===== src/core/cerr_pkg.sv =====
/*
  Constants, types and helpers for the correctable error reporting block.
  Assumes a configuration-space access port that offers 12-bit byte offsets.
*/
//============================================================
package cerr_pkg;

  //============================================================
  // offsets
  localparam logic [11:0] CERR_SEV_OFS = 12'h10C;
  localparam logic [11:0] CERR_STAT_OFS = 12'h110;
  localparam logic [11:0] CERR_MASK_OFS = 12'h114;
  localparam logic [11:0] CERR_CAPS_OFS = 12'h118;

  //============================================================
  // reset values and field masks
  localparam logic [31:0] CERR_SEV_RST = 32'h0006_2031;
  localparam logic [31:0] CERR_SEV_RW = 32'h001F_F010;
  localparam logic [31:0] CERR_SEV_RO1 = 32'h0000_0021;
  localparam logic [31:0] CERR_STAT_RST = 32'h0000_0000;
  localparam logic [31:0] CERR_STAT_IMPL = 32'h0000_31C1;
  localparam logic [31:0] CERR_MASK_RST = 32'h0000_2000;
  localparam logic [31:0] CERR_CAPS_RST = 32'h0000_00A0;
  localparam logic [31:0] CERR_CAPS_RW = 32'h0000_0140;
  localparam logic [31:0] CERR_CAPS_RO1 = 32'h0000_00A0;

  //============================================================
  // field positions
  localparam int CERR_SEV_DLL_BIT = 4;
  localparam int CERR_CAPS_CHK_EN_BIT = 8;
  localparam int CERR_CAPS_GEN_EN_BIT = 6;
  localparam int CERR_CAPS_FEP_W = 5;
  localparam int CERR_ADV_BIT = 13;
  localparam int CERR_RTMO_BIT = 12;
  localparam int CERR_ROLL_BIT = 8;
  localparam int CERR_DLLP_BIT = 7;
  localparam int CERR_TLP_BIT = 6;
  localparam int CERR_RXE_BIT = 0;

  //============================================================
  // carriers
  typedef struct packed {
    logic rd;
    logic wr;
    logic [11:0] addr;
    logic [3:0] be;
    logic [31:0] wdata;
  } cerr_cfg_req_t;

  typedef struct packed {
    logic advisory;
    logic replay_tmo;
    logic replay_roll;
    logic corrupt_link_packet_flag;
    logic corrupt_transaction_packet_flag;
    logic rx_err;
  } cerr_evt_t;

  //============================================================
  // helpers
  // byte enables widened to a bit mask
  function automatic logic [31:0] cerr_be_mask(input logic [3:0] be);
    cerr_be_mask = {{8{be[3]}}, {8{be[2]}}, {8{be[1]}}, {8{be[0]}}};
  endfunction

  // writable bits take write data, the rest keep their value
  function automatic logic [31:0] cerr_merge(input logic [31:0] old_v,
      input logic [31:0] wd, input logic [31:0] en);
    cerr_merge = (old_v & ~en) | (wd & en);
  endfunction

  // detector pulses placed at their status bit positions
  function automatic logic [31:0] cerr_evt_vec(input cerr_evt_t e);
    logic [31:0] v;
    v = 32'h0000_0000;
    v[CERR_ADV_BIT] = e.advisory;
    v[CERR_RTMO_BIT] = e.replay_tmo;
    v[CERR_ROLL_BIT] = e.replay_roll;
    v[CERR_DLLP_BIT] = e.corrupt_link_packet_flag;
    v[CERR_TLP_BIT] = e.corrupt_transaction_packet_flag;
    v[CERR_RXE_BIT] = e.rx_err;
    cerr_evt_vec = v;
  endfunction

  // status vector folded back into the event struct
  function automatic cerr_evt_t cerr_vec_evt(input logic [31:0] v);
    cerr_evt_t e;
    e.advisory = v[CERR_ADV_BIT];
    e.replay_tmo = v[CERR_RTMO_BIT];
    e.replay_roll = v[CERR_ROLL_BIT];
    e.corrupt_link_packet_flag = v[CERR_DLLP_BIT];
    e.corrupt_transaction_packet_flag = v[CERR_TLP_BIT];
    e.rx_err = v[CERR_RXE_BIT];
    cerr_vec_evt = e;
  endfunction

endpackage


===== src/core/cerr_sync.sv =====
/*
  Two-stage level synchroniser.
  Assumes the input may change at any time relative to core_clk.
*/
`timescale 1ns/10ps
module cerr_sync (
  // clock and reset
  input wire logic core_clk,
  input wire logic rst,
  // level in and out
  input wire logic async_in,
  output logic sync_out
);
  logic meta_reg;

  //============================================================
  // first stage is read only by the second
  always_ff @(posedge core_clk or posedge rst) begin
    if (rst) begin
      meta_reg <= 1'b0;
      sync_out <= 1'b0;
    end else begin
      meta_reg <= async_in;
      sync_out <= meta_reg;
    end
  end
endmodule


===== src/core/cerr_flag.sv =====
/*
  One sticky write-one-to-clear status flag.
  Assumes set and clear come from logic on core_clk.
*/
`timescale 1ns/10ps
module cerr_flag (
  // clock and resets
  input wire logic core_clk,
  input wire logic rst,
  input wire logic soft_rst,
  // control
  input wire logic set,
  input wire logic clr,
  output logic flag_reg
);
  logic flag_next;

  // set over clear so a same-cycle event is never lost
  assign flag_next = set | (flag_reg & ~clr);

  //============================================================
  // flag storage, reset restores zero
  always_ff @(posedge core_clk or posedge rst) begin
    if (rst) begin
      flag_reg <= 1'b0;
    end else if (soft_rst) begin
      flag_reg <= 1'b0;
    end else begin
      flag_reg <= flag_next;
    end
  end
endmodule


===== src/core/cerr_top.sv =====
/*
  Correctable error status and mask, tail of uncorrectable severity and
  the capabilities and control register, reached through configuration
  space. Assumes detectors pulse events on core_clk and that link and
  global reset pins are asynchronous to core_clk.
*/
`timescale 1ns/10ps
module cerr_top (
  // clock and power-on reset
  input wire logic core_clk,
  input wire logic rst,
  // reset pins
  input wire logic link_reset,
  input wire logic global_reset_input,
  // configuration access
  input wire cerr_pkg::cerr_cfg_req_t cfg_req,
  output logic [31:0] cfg_rdata,
  output logic cfg_rvalid,
  // detector events
  input wire cerr_pkg::cerr_evt_t evt_in,
  // first uncorrectable error from the uncorrectable logic
  input wire logic unc_first_load,
  input wire logic [4:0] unc_first_pos,
  // reporting
  output cerr_pkg::cerr_evt_t cor_report,
  output logic cor_msg_req,
  // control outputs
  output logic link_protocol_fault_fatal_sel,
  output logic crc_check_en,
  output logic crc_gen_en
);
  import cerr_pkg::*;

  logic link_rst_s;
  logic global_reset_input_s;
  logic soft_rst;
  logic [31:0] wmask;
  logic wr_sev;
  logic wr_stat;
  logic wr_mask;
  logic wr_caps;
  logic [31:0] sev_reg;
  logic [31:0] sev_next;
  logic [31:0] mask_reg;
  logic [31:0] mask_next;
  logic [31:0] caps_reg;
  logic [31:0] caps_next;
  logic [31:0] stat_q;
  logic [31:0] evt_vec;
  logic [31:0] live_vec;
  logic [31:0] clr_vec;
  logic [31:0] rd_word;
  logic [31:0] rdata_reg;
  logic rvalid_reg;
  cerr_evt_t report_reg;
  logic msg_reg;

  //============================================================
  // reset pins
  // pins are synchronised first; their effect is a clocked clear
  cerr_sync u_sync_link (
    .core_clk(core_clk),
    .rst(rst),
    .async_in(link_reset),
    .sync_out(link_rst_s)
  );

  cerr_sync u_sync_global_reset_input (
    .core_clk(core_clk),
    .rst(rst),
    .async_in(global_reset_input),
    .sync_out(global_reset_input_s)
  );

  assign soft_rst = link_rst_s | global_reset_input_s;

  //============================================================
  // write decode
  assign wmask = cerr_be_mask(cfg_req.be);
  assign wr_sev = cfg_req.wr & (cfg_req.addr == CERR_SEV_OFS);
  assign wr_stat = cfg_req.wr & (cfg_req.addr == CERR_STAT_OFS);
  assign wr_mask = cfg_req.wr & (cfg_req.addr == CERR_MASK_OFS);
  assign wr_caps = cfg_req.wr & (cfg_req.addr == CERR_CAPS_OFS);

  //============================================================
  // next values; read-only and reserved bits never take write data
  assign sev_next = wr_sev ? cerr_merge(sev_reg, cfg_req.wdata, wmask & CERR_SEV_RW)
                           : sev_reg;
  assign mask_next = wr_mask ? cerr_merge(mask_reg, cfg_req.wdata, wmask & CERR_STAT_IMPL)
                             : mask_reg;
  assign caps_next = wr_caps ? cerr_merge(caps_reg, cfg_req.wdata, wmask & CERR_CAPS_RW)
                             : caps_reg;

  //============================================================
  // severity, mask and control storage
  always_ff @(posedge core_clk or posedge rst) begin
    if (rst) begin
      sev_reg <= CERR_SEV_RST & CERR_SEV_RW;
      mask_reg <= CERR_MASK_RST;
      caps_reg <= CERR_CAPS_RST & CERR_CAPS_RW;
    end else if (soft_rst) begin
      sev_reg <= CERR_SEV_RST & CERR_SEV_RW;
      mask_reg <= CERR_MASK_RST;
      caps_reg <= CERR_CAPS_RST & CERR_CAPS_RW;
    end else begin
      sev_reg <= sev_next;
      mask_reg <= mask_next;
      // pointer is loaded by hardware, never by a write
      caps_reg <= unc_first_load
          ? {caps_next[31:CERR_CAPS_FEP_W], unc_first_pos}
          : caps_next;
    end
  end

  //============================================================
  // status flags
  // masked events are dropped here, before they can reach any flag
  assign evt_vec = cerr_evt_vec(evt_in) & CERR_STAT_IMPL;
  assign live_vec = evt_vec & ~mask_reg;
  assign clr_vec = wr_stat ? (cfg_req.wdata & wmask & CERR_STAT_IMPL) : 32'h0000_0000;

  for (genvar i = 0; i < 32; i++) begin : g_flag
    if (CERR_STAT_IMPL[i]) begin : g_impl
      cerr_flag u_flag (
        .core_clk(core_clk),
        .rst(rst),
        .soft_rst(soft_rst),
        .set(live_vec[i]),
        .clr(clr_vec[i]),
        .flag_reg(stat_q[i])
      );
    end else begin : g_rsvd
      assign stat_q[i] = 1'b0;
    end
  end

  //============================================================
  // read mux; unmapped offsets read zero
  assign rd_word =
      (cfg_req.addr == CERR_SEV_OFS) ? (sev_reg | CERR_SEV_RO1) :
      (cfg_req.addr == CERR_STAT_OFS) ? stat_q :
      (cfg_req.addr == CERR_MASK_OFS) ? mask_reg :
      (cfg_req.addr == CERR_CAPS_OFS) ? (caps_reg | CERR_CAPS_RO1) :
      32'h0000_0000;

  //============================================================
  // read answer one cycle after the request
  always_ff @(posedge core_clk or posedge rst) begin
    if (rst) begin
      rdata_reg <= 32'h0000_0000;
      rvalid_reg <= 1'b0;
    end else begin
      rdata_reg <= cfg_req.rd ? rd_word : rdata_reg;
      rvalid_reg <= cfg_req.rd;
    end
  end

  //============================================================
  // report of unmasked events: message, header log and pointer users
  // one registered stage keeps the outputs glitch free
  always_ff @(posedge core_clk or posedge rst) begin
    if (rst) begin
      report_reg <= '0;
      msg_reg <= 1'b0;
    end else begin
      report_reg <= cerr_vec_evt(live_vec);
      msg_reg <= |live_vec;
    end
  end

  assign cfg_rdata = rdata_reg;
  assign cfg_rvalid = rvalid_reg;
  assign cor_report = report_reg;
  assign cor_msg_req = msg_reg;
  assign link_protocol_fault_fatal_sel = sev_reg[CERR_SEV_DLL_BIT];
  assign crc_check_en = caps_reg[CERR_CAPS_CHK_EN_BIT];
  assign crc_gen_en = caps_reg[CERR_CAPS_GEN_EN_BIT];

  logic [31:0] both_hit;
  logic [31:0] masked_only;
  assign both_hit = live_vec & clr_vec;
  assign masked_only = evt_vec & mask_reg & ~stat_q;
endmodule


===== config.mk =====
export PLATFORM = sky130hd
export DESIGN_NAME = cerr_top
export DESIGN_NICKNAME = d
export VERILOG_FILES = /design/src/core/cerr_pkg.sv /design/src/core/cerr_sync.sv /design/src/core/cerr_flag.sv /design/src/core/cerr_top.sv
export SDC_FILE = /design/constraint.sdc
export NUM_CORES = 1
export LEC_CHECK = 0
export BUFFER_PORTS_ARGS = -buffer_cell sky130_fd_sc_hd__buf_2
export CORE_MARGIN = 5
export CORE_UTILIZATION = 25
export DETAILED_ROUTE_END_ITERATION = 8
export PLACE_DENSITY = 0.5
export SYNTH_ARGS = -nofsm -noshare
export SYNTH_HDL_FRONTEND = slang
export SYNTH_SLANG_ARGS = --single-unit
export TNS_END_PERCENT = 50

===== constraint.sdc =====
create_clock -name core_clk -period 1.7 [get_ports core_clk]
set_input_delay 0.085 -clock core_clk [delete_from_list [all_inputs] [get_ports core_clk]]
set_output_delay 0.085 -clock core_clk [all_outputs]
set_load 0.02 [all_outputs]

After elaboration in Yosys (flattened, before gate mapping). Cells that the tools add are included.

Bits of input ports: 66. Memory bits (read-only): 0. Output and inout bits: 43. RAM bits: 0. Memories kept: 0. Bits in registers: 146. Logic and storage cells: 87. Latch bits: 0.

Shift-type cells: 0. Reductions and logical operators: 4. Add/subtract/negate cells: 0. Magnitude comparators: 0. Div/mod/pow operators: 0. Multiply operators: 0. Eq/ne operators: 4. Bitwise operators: 38. Muxes and demuxes: 18.

Operator list (number): 32-bit two-way mux (10); 32-bit AND (3); 32-bit bitwise OR (3); 12-bit by 9-bit == test with 1-bit output (second input constant) (4); 14-bit by 32-bit AND with 32-bit output (1); 32-bit by 14-bit AND with 32-bit output (1); 32-bit by 21-bit AND with 32-bit output (1); 32-bit by 9-bit AND with 32-bit output (1); 14-bit NOT with 32-bit output (1); 21-bit NOT with 32-bit output (1); 32-bit NOT (1); 9-bit NOT with 32-bit output (1); 32-bit OR reduction (1); 14-bit AND (1); 14-bit two-way mux (1); 1-bit AND (10); 1-bit bitwise OR (7); 1-bit two-way mux (6); 1-bit NOT (6); 5-bit two-way mux (1); 2-bit nonzero test (2); 3-bit nonzero test (1).

Logic depth before layout (Yosys ltp).
Depth in word-level cells: 7. Mapped depth: 5.

Modules after synthesis. Synthesis repeated with hierarchy kept, for this count alone.

Cell total of the unflattened synthesis: 288. Area total of the unflattened synthesis: 2910.3 µm².

By module, submodules not included: cerr_top (area an instance 2517.4 µm², sequential area each 1257.5 µm², instances 1, cells each 252); cerr_flag (area an instance 47.5 µm², sequential area each 25.0 µm², instances 6, cells each 5); cerr_sync (area an instance 53.8 µm², sequential area each 50.0 µm², instances 2, cells each 3).

Worst setup path after synthesis. No wires, ideal clock.

Path type: register to register. Start: register u_sync_global_reset_input.sync_out. End: register caps_reg[0]. Setup slack: 0.517 ns. Setup time: 0.072 ns. Stages on the path, launching flop included: 5. Arrival: 1.111 ns. Path buffers: 2. Cell sequence: dfrtp_1 -> or2_2 -> clkbuf_1 -> buf_1 -> nor2_1.

Longest elaborated chain between the ends: 2.

Ends and longest elaborated chain: start: declaration (line cerr_sync.sv:12) `output logic sync_out`; start signal: assignment (line cerr_sync.sv:24) `sync_out <= meta_reg;`; 1-bit bitwise OR (*) (line cerr_top.sv:75) `assign soft_rst = link_rst_s | global_reset_input_s;`; 3-bit nonzero test (no source line) or 32-bit two-way mux (tied branches); end signal: assignment (line cerr_top.sv:100) `caps_reg <= CERR_CAPS_RST & CERR_CAPS_RW;`; end signal: assignment (line cerr_top.sv:104) `caps_reg <= CERR_CAPS_RST & CERR_CAPS_RW;`; end signal: assignment (line cerr_top.sv:109) `caps_reg <= unc_first_load`; end: declaration (line cerr_top.sv:46) `logic [31:0] caps_reg;`.

Every way passes the cells marked *; elsewhere a longest branch is shown, timed or not. A chain may end at the register's enable or synchronous reset.

Final worst setup path.
Start: register u_sync_global_reset_input.sync_out. End: register sev_reg[19].

Longest elaborated chain between the ends: 2.

Ends and longest elaborated chain: 1-bit bitwise OR (*) (line cerr_top.sv:75); 32-bit two-way mux or 2-bit nonzero test (tied branches); end signal: assignment (line cerr_top.sv:98) `sev_reg <= CERR_SEV_RST & CERR_SEV_RW;`; end signal: assignment (line cerr_top.sv:102) `sev_reg <= CERR_SEV_RST & CERR_SEV_RW;`; end signal: assignment (line cerr_top.sv:106) `sev_reg <= sev_next;`; end: declaration (line cerr_top.sv:42) `logic [31:0] sev_reg;`.

Marked as above.

==> reports/metrics.cfg <==
[status]
status=finished clean

[route]
antenna_left=0
drc=0
vias_per_cell=4.51
routed_wl_um=7750
vias=2307
wire_per_inst_um=15.2
first_pass_iters=4
drt_iter0_markers=126

[cells_and_area]
nets=432
drive_gt1_share_pct=34.2
area_growth_pct=33.8
diodes=0
largest_register_ffs=19
fin_cells=511

[clock_tree]
cts_tree=built
cts-buffers-inserted=9
clockBufferDepth=2
cts_resized=0
cts.sinks=60
cts.htree.levels=3
clk_pin_slew_ns=0.09
clk_latency_ns=0.34
cts_setup_buffers=0
root_buffer=clkbuf_8

[logic_synthesis]
synthFlopType=dfrtp_1
syn-num-nets=335
syn_area_per_cell_um2=10.2
synth_cell_types=41
synth_top_family_by_area=simple AND/OR/NAND/NOR gates
syn_inst=269
synth_xor_area_share_pct=0
synth_compound_area_share_pct=12.0
synthSimpleGateAreaFrac_pct=18.5
yosysWarnings=0
synth-edff-count=0
async_reset_ff_share_pct=100
syn-cell-area_um2=2750
yosys.area_share.adder_pct=0
synthMuxAreaShare_pct=5.93
ys_ff_latch=60
seq_area_frac_synth_pct=54.9

[worst_setup_path]
r2r_start=u_sync_global_reset_input.sync_out
crit_arrival_ns=1.41
startpoint_type=register
cp_slowest_cell=or2_2
critical_path.startpoint=u_sync_global_reset_input.sync_out
crit_chain=or2_2 > a21oi_1
crit_type=reg2reg
cp-end-kind=register
cp.required_ns=1.95
reg2reg_depth=2
critPathMaxStageDelay_ns=0.48
cp-endpoint=sev_reg[19]
cp_max_fo=18
worstReg2RegEnd=sev_reg[19]
r2r_setup_slack_ns=0.54

[sta]
rsz0062_at_grt=false
fin_ws_ns=0.540
setup_violations=0
fin_tns_setup_ns=0
min_period_ns=1.16
worstMarginPinSlew_ns=0.611
drv_slew=0
skew_ns=0.0148
hold_viol=0
fmax_mhz=862
finalCritPeriodShare_pct=68.3
maxSlewHeadroom_pct=59.3

[floorplan]
core-area_um2=10800
die_area_um2=13200
io_pins=109
start_util_pct=25.4
die_w_um=115
rows=38
dieHeight_um=115

[grt]
antenna_found_initial=0
grt_pass1_vias=2380
grt_pass1_wl_um=12500
grt.overflow.total=0
grtUsageTotal_pct=12.1
grt_max_degree=39

[placement]
dp_slack_ns=0.231
place_hpwl_um=5700
port_buffers=89
place_inst=477
finalWeightedCongestion=0.756

[job]
max_cap_viol_count=0

[power_and_ir_drop]
p_leak_uw=0.00176
peakVddDrop_uv=360
p_per_area_nw_per_um2=919

[worst_hold_path]
min_path_type=in2reg

-- cell usage after synthesis (2+ instances only) --
master    instances  area, um2
a21oi_1          13       65.1
a31o_2            2       17.5
a31oi_1           7       43.8
a32oi_1           3       26.3
and2_1            2       12.5
and4b_1           2       20.0
buf_1             4       15.0
buf_4            15        113
clkbuf_1          6       22.5
dfrtp_1          55       1380
dfstp_2           5        131
inv_1            19       71.3
mux2_2            2       22.5
mux2i_1          14        140
nand2_1           9       33.8
nand3_1          23        115
nand4_1           7       43.8
nor2_1           19       71.3
nor2b_1          11       68.8
nor3_1            2       10.0
o21ai_0          26        130
o22ai_1           3       18.8
o31ai_1           2       15.0
-- cell families (layout without fill, tap and decap cells) --
kind of cell / count (synthesis) / count (layout)
AO/OA/AOI/OAI: 58 / 58
buffers and inverters: 46 / 148
flip-flops: 60 / 60
AND/OR/NAND/NOR: 89 / 89
multiplexers: 16 / 16
-- layout by cell type (no fill, tap or decap), drive strengths merged, types with 10 or more instances in the layout --
cell type / instances
buf: 95
dfrtp: 55
o21ai: 27
nand3: 23
inv: 20
nor2: 19
dlygate4sd3: 18
mux2i: 14
a21oi: 13
nor2b: 11
nand2: 10
-- metrics by stage --
step                      area, um2  total power (uW)  util, %  hold slack, ns
final                          3670              3380     34.0          0.0111
after global routing           3670              3510     34.0          0.0144
after CTS                      3670              3420     34.0         0.00202
after detailed placement       3240              1760     30.1           0.168
after global placement         3240              1760     30.1           0.168
after floorplan                2750              1630        -           0.116
-- cell type report --
type / count / area (um2)
clock buffers: 9 / 124
inverters: 19 / 71.3
flip-flops and latches: 60 / 1510
fillers: 1118 / 7120
repair buffers: 113 / 671
multi-input cells: 163 / 1000
well taps: 140 / 175
clock inverters: 7 / 124
-- power breakdown --
part / switching [uW] / internal (uW)
Sequential: 12.1 / 1460
Clock: 631 / 984
Combinational: 174 / 119
Total: 817 / 2560
-- how the worst min path moves through the flow --
stage	start	end	slack [ns]	depth (start not counted)
4_1_cts	unc_first_pos[4]	caps_reg[4]	0.002	3
2_1_floorplan	cfg_req[49]	cfg_rvalid	0.12	0
6_report	unc_first_pos[4]	caps_reg[4]	0.01	3
3_5_place_dp	rst	g_flag[13].g_impl.u_flag.flag_reg	0.17	3
3_3_place_gp	rst	g_flag[13].g_impl.u_flag.flag_reg	0.17	3
5_1_grt	cfg_req[15]	sev_reg[15]	0.01	3
-- worst max-delay path: cells and delay by family, from the launching register on --
kind	cells	cell delay, ns
AOI/OAI and AO/OA	1	0.19
DFF	1	0.39
and+or+nand+nor	1	0.48
-- layer usage --
| metal | vias up | wire length, um | track usage [%] |
|---|---|---|---|
| li1 | 1122 | - | - |
| met1 | 1107 | 3520 | 15.7 |
| met2 | 69 | 3660 | 19.4 |
| met3 | 9 | 492 | 4.16 |
| met4 | 0 | 74 | 3.44 |
| met5 | - | 0 | 0 |
-- what timing repair did --
| action | CTS | global route |
|---|---|---|
| setup endpoints to repair | 0 | 0 |
| hold buffers | 18 | 0 |
| endpoints found under the hold margin | 73 | 0 |
(Power assumes the default switching activity.)
